$ cat src/rtl/rptc_defs.svh
/*
 * Constants of the reset, park and test-strap controller: timing counts,
 * field widths and reset values.
 * Assumes a 125 MHz system clock; included by bare name.
 */
`ifndef RPTC_DEFS_SVH
`define RPTC_DEFS_SVH

// System clock period in ns
`define RPTC_CLK_PERIOD_NS 8
// Delay from power-on reset release to strap sampling, in ns
`define RPTC_STRAP_SAMPLE_NS 1500
// Strap sampling delay in clock cycles, rounded up
`define RPTC_STRAP_SAMPLE_CYC ((`RPTC_STRAP_SAMPLE_NS + `RPTC_CLK_PERIOD_NS - 1) / `RPTC_CLK_PERIOD_NS)
// Number of test strap pins
`define RPTC_STRAP_W 8
// Test-mode code meaning normal operation
`define RPTC_MODE_NORMAL 8'h00
// Output enable value that leaves every strap pin undriven
`define RPTC_OE_N_RELEASED 8'hFF
// Pull-down enables, one per strap pin, always on
`define RPTC_PD_ALL_ON 8'hFF

`endif

$ cat src/rtl/rptc_pkg.sv
/*
 * Types of the reset, park and test-strap controller.
 * Assumes nothing beyond a SystemVerilog compiler.
 */
package rptc_pkg;

    // Sequencer states
    typedef enum logic [2:0]
    {
        RPTC_ST_HELD = 3'b000,
        RPTC_ST_WAIT_SAMPLE = 3'b001,
        RPTC_ST_CONFIG = 3'b010,
        RPTC_ST_RUN = 3'b011,
        RPTC_ST_PARKED = 3'b100
    } rptc_state_t;

endpackage

$ cat src/rtl/rptc_delay_timer.sv
/*
 * One-shot delay timer: a start pulse arms it, a done pulse follows
 * after CYCLES clock edges; an abort clears it.
 * Assumes a single clock and a synchronous active-low reset.
 */
`timescale 1ns/1ns

module rptc_delay_timer
#(
    parameter int CYCLES = 188,
    parameter int CW = 16
)
(
    input wire logic i_sys_clk, // System clock
    input wire logic i_rst_n, // Synchronous reset, active low
    input wire logic i_start, // Arm the timer
    input wire logic i_abort, // Clear the timer
    output logic o_done // One-cycle pulse at expiry
);

    logic [CW-1:0] count_q;
    logic running_q;

    // Count down while running, pulse done on the last count
    always_ff @(posedge i_sys_clk)
    begin
        if (!i_rst_n || i_abort)
        begin
            count_q <= '0;
            running_q <= 1'b0;
            o_done <= 1'b0;
        end
        else if (i_start)
        begin
            count_q <= CW'(CYCLES - 1);
            running_q <= 1'b1;
            o_done <= 1'b0;
        end
        else if (running_q)
        begin
            if (count_q == '0)
            begin
                running_q <= 1'b0;
                o_done <= 1'b1;
            end
            else
            begin
                count_q <= count_q - 1'b1;
                o_done <= 1'b0;
            end
        end
        else
        begin
            o_done <= 1'b0;
        end
    end

endmodule

$ cat src/rtl/rptc_ctrl.sv
/*
 * Pin-level reset, fast-park and test-strap controller of a display
 * controller. Starts self-configuration on release of the power-on reset,
 * samples eight test straps shortly after, then drives them as outputs, and
 * parks the mirror array on an emergency request.
 * Assumes all pin inputs are synchronous to i_sys_clk and that i_rst_n is
 * asserted once at power-up.
 */
// Notes on behaviour
// (RULE1) Rising edge of power-on reset pin starts the self-configuration sequence.
// (RULE2) While power-on reset is low, no output is in its active state.
// (RULE3) Outside party holds reset low until supplies and clocks are stable.
// (RULE4) Test pins stay undriven for as long as power-on reset is low.
// (RULE5) Test pins are sampled as mode selection about 1.5 us after release.
// (RULE6) After sampling, the test pins become driven outputs.
// (RULE7) Each test pin has a weak pull-down so open pins select normal.
// (RULE8) Outside circuitry must not pull test pins high at sampling.
// (RULE9) Fast-park input is active low and parks the mirror array quickly.
// (RULE10) Fast park is requested only when power loss is imminent.
// (RULE11) Fast park is reserved for when a normal park cannot complete.
// (RULE12) Manufacturing-test enable is held low for normal operation.
// (RULE13) Scan-port reset is held low in normal operation.
// (RULE14) Fast park overrides display activity and holds until next reset.
`timescale 1ns/1ns
`include "rptc_defs.svh"

module rptc_ctrl
#(
    parameter int STRAP_W = `RPTC_STRAP_W,
    parameter int SAMPLE_CYC = `RPTC_STRAP_SAMPLE_CYC
)
(
    input wire logic i_sys_clk, // System clock, 125 MHz
    input wire logic i_rst_n, // Synchronous reset, active low
    input wire logic i_por_n, // Power-on reset pin, active low
    input wire logic i_fast_park_req_n, // Fast-park request pin, active low
    input wire logic i_mfg_test_enable, // Manufacturing-test enable pin
    input wire logic i_scan_port_reset_n, // Scan-port reset pin
    input wire logic [STRAP_W-1:0] i_test_strap_in, // Test strap pin levels
    input wire logic [STRAP_W-1:0] i_test_out_data, // Data to drive on strap pins
    input wire logic i_config_done, // Core finished self-configuration
    input wire logic i_park_done, // Core finished parking the array
    output logic [STRAP_W-1:0] o_test_strap_out, // Strap pin output values
    output logic [STRAP_W-1:0] o_test_strap_oe_n, // Strap pin enables, low drives
    output logic [STRAP_W-1:0] o_test_strap_pd_en, // Strap pin weak pull-down enables
    output logic [STRAP_W-1:0] o_test_mode_sel, // Sampled test-mode selection
    output logic o_normal_mode, // Sampled selection is normal operation
    output logic o_config_start, // Pulse: begin self-configuration
    output logic o_config_busy, // Self-configuration in progress
    output logic o_display_enable, // Display activity allowed
    output logic o_park_start, // Pulse: begin fast park
    output logic o_park_active, // Array parked or parking
    output logic o_strap_fault // Test enable or scan-port reset seen high in use
);

    rptc_pkg::rptc_state_t state_q;
    rptc_pkg::rptc_state_t state_d;
    logic por_q;
    logic por_rise;
    logic por_low;
    logic sample_done;
    logic park_req;

    // Power-on reset history for edge detection
    always_ff @(posedge i_sys_clk)
    begin
        if (!i_rst_n)
            por_q <= 1'b0;
        else
            por_q <= i_por_n;
    end

    assign por_rise = i_por_n & ~por_q; // [RULE1]
    assign por_low = ~i_por_n;
    assign park_req = ~i_fast_park_req_n; // [RULE9]

    // Strap sampling delay after reset release
    rptc_delay_timer
    #(
        .CYCLES(SAMPLE_CYC),
        .CW(16)
    )
    u_sample_timer
    (
        .i_sys_clk(i_sys_clk),
        .i_rst_n(i_rst_n),
        .i_start(por_rise),
        .i_abort(por_low),
        .o_done(sample_done)
    );

    // Next-state logic of the sequencer
    always_comb
    begin
        state_d = state_q;
        case (state_q)
            rptc_pkg::RPTC_ST_HELD:
            begin
                if (por_rise)
                    state_d = rptc_pkg::RPTC_ST_WAIT_SAMPLE; // [RULE1]
            end
            rptc_pkg::RPTC_ST_WAIT_SAMPLE:
            begin
                if (park_req)
                    state_d = rptc_pkg::RPTC_ST_PARKED; // [RULE14]
                else if (sample_done)
                    state_d = rptc_pkg::RPTC_ST_CONFIG; // [RULE5]
            end
            rptc_pkg::RPTC_ST_CONFIG:
            begin
                if (park_req)
                    state_d = rptc_pkg::RPTC_ST_PARKED; // [RULE14]
                else if (i_config_done)
                    state_d = rptc_pkg::RPTC_ST_RUN;
            end
            rptc_pkg::RPTC_ST_RUN:
            begin
                if (park_req)
                    state_d = rptc_pkg::RPTC_ST_PARKED; // [RULE9]
            end
            rptc_pkg::RPTC_ST_PARKED:
            begin
                state_d = rptc_pkg::RPTC_ST_PARKED; // [RULE14]
            end
            default:
            begin
                state_d = rptc_pkg::RPTC_ST_HELD;
            end
        endcase
        if (por_low)
            state_d = rptc_pkg::RPTC_ST_HELD; // [RULE2]
    end

    // Sequencer state register
    always_ff @(posedge i_sys_clk)
    begin
        if (!i_rst_n)
            state_q <= rptc_pkg::RPTC_ST_HELD;
        else
            state_q <= state_d;
    end

    // Self-configuration start pulse and busy flag
    always_ff @(posedge i_sys_clk)
    begin
        if (!i_rst_n || por_low)
        begin
            o_config_start <= 1'b0; // [RULE2]
            o_config_busy <= 1'b0;
        end
        else
        begin
            o_config_start <= por_rise && state_q == rptc_pkg::RPTC_ST_HELD; // [RULE1]
            o_config_busy <= state_d == rptc_pkg::RPTC_ST_WAIT_SAMPLE
                || state_d == rptc_pkg::RPTC_ST_CONFIG;
        end
    end

    // Strap capture at the sampling point
    always_ff @(posedge i_sys_clk)
    begin
        if (!i_rst_n || por_low)
        begin
            o_test_mode_sel <= `RPTC_MODE_NORMAL;
            o_normal_mode <= 1'b0; // [RULE2]
        end
        else if (sample_done && state_q == rptc_pkg::RPTC_ST_WAIT_SAMPLE)
        begin
            o_test_mode_sel <= i_test_strap_in; // [RULE5]
            o_normal_mode <= i_test_strap_in == `RPTC_MODE_NORMAL;
        end
    end

    // Strap pin drivers: released during reset, driven once sampled
    always_ff @(posedge i_sys_clk)
    begin
        if (!i_rst_n || por_low)
        begin
            o_test_strap_oe_n <= `RPTC_OE_N_RELEASED; // [RULE4]
            o_test_strap_out <= '0;
        end
        else if (sample_done && state_q == rptc_pkg::RPTC_ST_WAIT_SAMPLE)
        begin
            o_test_strap_oe_n <= '0; // [RULE6]
            o_test_strap_out <= i_test_out_data;
        end
        else if (o_test_strap_oe_n == '0)
        begin
            o_test_strap_out <= i_test_out_data; // [RULE6]
        end
    end

    // Weak pull-downs on every strap pin
    always_ff @(posedge i_sys_clk)
    begin
        if (!i_rst_n)
            o_test_strap_pd_en <= `RPTC_PD_ALL_ON;
        else
            o_test_strap_pd_en <= `RPTC_PD_ALL_ON; // [RULE7]
    end

    // Display enable, dropped at once by a park request
    always_ff @(posedge i_sys_clk)
    begin
        if (!i_rst_n)
            o_display_enable <= 1'b0;
        else
            o_display_enable <= state_d == rptc_pkg::RPTC_ST_RUN && !park_req; // [RULE14]
    end

    // Fast-park start pulse and sticky park status
    always_ff @(posedge i_sys_clk)
    begin
        if (!i_rst_n || por_low)
        begin
            o_park_start <= 1'b0; // [RULE2]
            o_park_active <= 1'b0;
        end
        else
        begin
            o_park_start <= state_q != rptc_pkg::RPTC_ST_PARKED
                && state_q != rptc_pkg::RPTC_ST_HELD
                && state_d == rptc_pkg::RPTC_ST_PARKED; // [RULE9]
            o_park_active <= state_d == rptc_pkg::RPTC_ST_PARKED; // [RULE14]
        end
    end

    // Fault flag when test or scan controls are not held low in use
    always_ff @(posedge i_sys_clk)
    begin
        if (!i_rst_n || por_low)
            o_strap_fault <= 1'b0;
        else if (state_q != rptc_pkg::RPTC_ST_HELD && (i_mfg_test_enable || i_scan_port_reset_n))
            o_strap_fault <= 1'b1; // [RULE12] [RULE13]
    end

    // Completion of parking is not needed for the sticky park state
    logic park_done_unused;
    assign park_done_unused = i_park_done;

endmodule

$ cat config.mk
export PLATFORM = sky130hd
export DESIGN_NAME = rptc_ctrl
export DESIGN_NICKNAME = d
export VERILOG_FILES = /design/src/rtl/rptc_pkg.sv /design/src/rtl/rptc_delay_timer.sv /design/src/rtl/rptc_ctrl.sv
export VERILOG_INCLUDE_DIRS = /design/src /design/src/rtl
export SDC_FILE = /design/constraint.sdc
export NUM_CORES = 1
export LEC_CHECK = 0
export BUFFER_PORTS_ARGS = -buffer_cell sky130_fd_sc_hd__buf_2
export CAP_MARGIN = 20
export CORE_MARGIN = 2
export CORE_UTILIZATION = 40
export CTS_CLUSTER_SIZE = 30
export DETAILED_ROUTE_END_ITERATION = 10
export HOLD_SLACK_MARGIN = 0.1
export PLACE_DENSITY = 0.65
export SLEW_MARGIN = 20
export SYNTH_ARGS = -nofsm -noshare
export SYNTH_HDL_FRONTEND = slang
export SYNTH_SLANG_ARGS = --single-unit
$ cat constraint.sdc
create_clock -name i_sys_clk -period 2.3 [get_ports i_sys_clk]
set_input_delay 0.345 -clock i_sys_clk [delete_from_list [all_inputs] [get_ports i_sys_clk]]
set_output_delay 0.345 -clock i_sys_clk [all_outputs]
set_load 0.02 [all_outputs]
== After elaboration in Yosys (flattened, before gate mapping) ==
Index checks and enable logic that the tools add are counted.

* Bits in read-only memories: 0
* Flip-flop bits (word level): 53
* Logic and storage cells: 70
* Memories: 0
* Output and inout port bits: 39
* Latch bits: 0
* Memory bits (writable): 0

* Shift-type cells: 0
* Add/sub/neg operators: 1
* Eq/ne operators: 10
* Multiplexer cells: 17
* $mul: 0
* Bitwise gates (word level): 5
* Div/mod/pow operators: 0
* $lt $le $gt $ge: 0
* Reduce and logical (&&, ||, !) cells: 21

{| class="wikitable"
|+ Operators by type and width
! cell !! number
|-
| two-way mux 8 bit || 5
|-
| two-way mux 3 bit || 7
|-
| zero test 16 bit || 1
|-
| zero test 8 bit || 2
|-
| subtractor 16 x 1 -> 16 bit (second input constant) || 1
|-
| one-hot mux 3 bit (5 select lines) || 1
|-
| equality test 3 x 2 -> 1 bit (second input constant) || 4
|-
| equality test 3 x 1 -> 1 bit (second input constant) || 2
|-
| equality test 3 bit (second input constant) || 2
|-
| logical AND 1 bit || 6
|-
| two-way mux 1 bit || 4
|-
| NOT 1 bit || 4
|-
| AND reduction 2 bit || 2
|-
| nonzero test 2 bit || 2
|-
| zero test 3 bit || 1
|-
| logical OR 1 bit || 3
|-
| inequality test 3 bit (second input constant) || 1
|-
| nonzero test 3 bit || 1
|-
| OR reduction 3 bit || 1
|-
| inequality test 2 bit (second input constant) || 1
|-
| OR reduction 2 bit || 1
|-
| AND 1 bit || 1
|-
| zero test 1 bit || 1
|}

== Depth between registers and ports, before layout ==
* Word-level depth: 7
* Gate-level depth with buffers: 6
* Gate-level depth less buffers: 6

== By module ==
From an unflattened synthesis, not the netlist that was laid out.

* Cell total of the unflattened synthesis: 252
* Area total of the unflattened synthesis: 2142.1 um^2

{| class="wikitable"
|+ By module, submodules not included
! module !! times used !! sequential area each (um^2) !! cells each !! area each (um^2)
|-
| rptc_ctrl || 1 || 560.5 || 139 || 1188.6
|-
| rptc_delay_timer || 1 || 360.3 || 113 || 953.4
|}

== Worst setup path after synthesis ==
Ideal clock, no wire load.

* Path type: register to register
* Start point: register u_sample_timer.count_q[6]
* End point: register u_sample_timer.count_q[15]
* Arrival time: 2.017 ns
* Clock period less this slack: 2.088 ns
* Slack: 0.212 ns
* Setup time: 0.070 ns
* Stages on the path, launching flop included: 6
* Path through: dfxtp_1 > or4_4 > buf_6 > a2111o_1 > or4_1 > a21oi_1

* Word-level cells in the longest chain between the ends: 3
* Elaborated cells on any way between the ends: 4
* Classes of those cells: add/sub (1); bitwise (1); reduce/logical (2)

{| class="wikitable"
|+ RTL lines
! item !! line !! RTL
|-
| start: declaration || rptc_delay_timer.sv:21 || <nowiki>logic [CW-1:0] count_q;</nowiki>
|-
| start signal: assignment || rptc_delay_timer.sv:35 || <nowiki>count_q <= CW'(CYCLES - 1);</nowiki>
|-
| start signal: assignment || rptc_delay_timer.sv:48 || <nowiki>count_q <= count_q - 1'b1;</nowiki>
|-
| branches (longest 3 deep; another with subtractor 16 x 1 -> 16 bit) || -- ||
|}

Parallel ways; which one is timed is not known.
A chain may end at the register's enable or synchronous reset.

== Worst setup path in the final report ==
Ends and elaborated chain as after synthesis.

==> results by group <==
Timing
  – Fin. max-slew vios: 0
  – Rel. slew slack: between 60% and 70%
  – Fmax: ~0.46 GHz
  – Worst slew pin tran: 545 ps
  – Clock skew: 7.98 ps
  – Setup tns final: 0 ps
  – Setup ws final: about 140 ps
  – Final setup fails: 0
  – Final Critical Period: between 2000 and 2500 ps
  – Final Hold Fails: 0
  – RSZ-0062 raised after global routing: no
  – Final period util: 94.1%
  – Minimum hold slack: between 200 and 300 ps

Synth
  – Distinct cell type count after synthesis: 40
  – Post-Synthesis Cell Area: between 2000 and 2500 µm²
  – Post-synthesis mux area share: ~1.5%
  – Synthesis Warnings: 0
  – Top FF cell, synth: dfxtp_1
  – Synth async-reset ratio: 0%
  – Sequential-to-total area share from yosys stat: around 45%
  – Syn Inst Count: 240
  – Largest family of logic cells by synthesized area: simple AND/OR/NAND/NOR gates
  – Adder-cell share of the synthesized area: roughly 1.2%
  – Synth Area in Compound Gates: between 10% and 20%
  – Simple-gate share of the synthesized area: 28.0%
  – Xor and xnor fraction of the mapped netlist area: 0.431%
  – Mean post-synth cell area: between 8 and 9 µm²
  – Synthesized flop and latch total: between 40 and 50
  – Post-synth EDFFs: 0

Power
  – Total Power: around 1.5 mW
  – Gate power share: about a tenth
  – Switching share of power: between 20% and 30%
  – Psw: about 0.38 mW
  – P_int: 1.08 mW
  – PwrDens: 608 nW/µm²
  – VDD IR-drop max: between 0.2 and 0.3 mV
  – Sequential share of power: 56.0%
  – Leakage Power: ~0.96 nW
  – Clk pwr share: between 30% and 40%

Drt
  – Routed wire length: between 4000 and 5000 µm
  – Vias/cell: roughly 5
  – DRT Pass-1 Iters: 4
  – DRT antenna net count: 0
  – Wire length per cell: about 12 µm
  – Drt first-iter violations: 95
  – DRC: 0
  – Detailed-route via count: between 1,500 and 2,000

Place
  – Placed cell areas: between 2000 and 2500 µm²
  – Dpl cells: 350
  – Final GP Congestion: about 0.81
  – Post-Place Setup Slack: between 150 and 200 ps
  – Dpl hpwl: between 2000 and 3000 µm
  – Port bufs: 53

Setup path
  – Worst Path Buf+Inv: 0
  – Critical Path, Cell by Cell: or4_4 > a2111o_1 > or4_1 > a21oi_1
  – Reg2Reg Launch Point: u_sample_timer.count_q[6]$_SDFFE_PP0P_
  – Crit path max-delay family: simple AND/OR/NAND/NOR gates
  – Setup crit start kind: flop
  – Crit-path slowest cell: or4_4
  – Crit. End Element: flop
  – Critical path type: flop to flop
  – Critical Path RT: between 2000 and 3000 ps
  – Crit path DAT: around 2400 ps
  – CP max stage delay: around 600 ps
  – Crit path from: u_sample_timer.count_q[6]$_SDFFE_PP0P_
  – Critical path fanouts, max: 7

Floorplan
  – Die H: approximately 75 µm
  – Initial Util: 42.2%
  – Core footprint: 4820 µm²
  – Die area: between 5000 and 6000 µm²
  – Ports: 63
  – Die X: 75.3 µm
  – Placement Rows: 25

CTS
  – Clock slew at the register clock pins of the worst setup and hold paths: approximately 90 ps
  – CTS Hold Buffers Added: 0
  – Latest clock arrival within the worst-skew pair: ~300 ps
  – Clock Path Buffers: 2
  – Post_cts resized: 0
  – Clock root buffer master: clkbuf_8
  – CTS tree: yes
  – CTS Sinks: 46
  – Setup repair bufs after CTS: 0
  – H-tree depth: 2
  – Cts bufs inserted: 5

Worst hold path
  – HP Class: primary input to flop
  – Hold Path Origin: i_test_out_data[2]

Final layout
  – Antenna diode count: 0
  – Register area: around 900 µm²
  – Most common cell after layout, fill and taps aside: buf_2
  – Final Cell Area: 2390 µm²
  – Fin util: between 40% and 50%
  – Commonest non-fill, non-tap cells in the layout: buf_2 (53), dfxtp_1 (46), nand2_1 (39)
  – Fin nets: approximately 320
  – Area delta synth->final: 17.9%
  – Share of layout cells above drive strength 1: between 20% and 30%
  – Post-Layout Cell Count: about 360
  – FILL cells: 479
  – Multi-input gate area: around 960 µm²

Global route
  – Total GRT Usage: around 15%
  – Initial antenna violation count: 0
  – GR Overflow Total: 0
  – Largest net degree at the start of global routing: 30
  – Vias in the first global route: approximately 1,400
  – First-pass GRT wire length: around 6500 µm

Status
  – Status: finished, final reports clean

Flow run
  – Maxcap violations: 0
## final timing paths
kind	cells after the start	slack [ps]	to
setup / recovery	4	140	u_sample_timer.count_q[15]$_SDFFE_PP0P_
hold reg to reg	2	450	o_strap_fault$_SDFFE_PP0P_
hold / removal	3	270	o_test_strap_out[2]$_SDFFE_PP0P_
setup reg to reg	4	140	u_sample_timer.count_q[15]$_SDFFE_PP0P_
## worst reg2reg max path, stage by stage, from the launching register on
cell and delay, ps:
dfxtp_1 350, or4_4 600, a2111o_1 490, or4_1 490, a21oi_1 160
## synthesized netlist by cell type, drive strengths merged (2+ instances only)
library cell / n / area (µm²)
nor2: 8 / 30.0
nor3: 6 / 30.0
dfxtp: 46 / 921
a21oi: 31 / 155
inv: 5 / 18.8
clkbuf: 8 / 30.0
and3: 2 / 12.5
or3: 10 / 62.6
buf: 16 / 124
o21ai: 8 / 40.0
a31oi: 4 / 25.0
o41ai: 2 / 25.0
or4: 6 / 48.8
nand2: 39 / 146
nand3: 11 / 55.1
nand2b: 5 / 31.3
nor2b: 3 / 18.8
o31ai: 3 / 22.5
ha: 2 / 25.0
mux2i: 2 / 20.0
nor4: 7 / 50.1
nor3b: 2 / 15.0
## sequential cells by signal (all words and copies together) (netlist names)
| name | count |
|---|---|
| u_sample_timer.o_done | 1 |
| o_park_start | 1 |
| o_test_mode_sel | 8 |
| o_config_busy | 1 |
| u_sample_timer.count_q | 16 |
| o_test_strap_oe_n | 1 |
| o_park_active | 1 |
| o_test_strap_out | 8 |
| state_q | 3 |
| o_config_start | 1 |
| o_strap_fault | 1 |
| o_normal_mode | 1 |
| por_q | 1 |
| o_display_enable | 1 |
| u_sample_timer.running_q | 1 |
## power by group through the flow
stage | Sequential [mW] | Clock (mW) | Combinational, mW
after floorplan | 0.836 | 0 | 0.101
after global placement | 0.835 | 0 | 0.142
after detailed placement | 0.835 | 0 | 0.143
after CTS | 0.816 | 0.516 | 0.143
after global routing | 0.819 | 0.543 | 0.160
final | 0.816 | 0.497 | 0.144
## area by class of cell
class / instances / area share, %
clock buffer: 5 / 2.87
clock inverter: 3 / 0.888
inverter: 5 / 0.784
multi-input combinational: 172 / 40.2
sequential: 46 / 38.5
tap: 67 / 3.50
timing repair buffer: 60 / 13.3
## routing by layer
layer  up-vias  GRT usage [%]  routed length [µm]
met1       801           20.9                2070
li1        933              -                   -
met2        47           21.9                1820
met4         0           8.19                  88
met5         -              0                   0
met3         7           2.81                 215
## logic make-up (layout without fill, tap and decap cells)
family / count (synthesis) / after routing
simple gates: 107 / 107
buf+inv: 29 / 73
flops: 46 / 46
fa+ha+maj: 2 / 2
compound gates: 51 / 51
xor+xnor: 1 / 1
other cells: 1 / 8
mux: 3 / 3
Power figures use the tool's default switching activity.
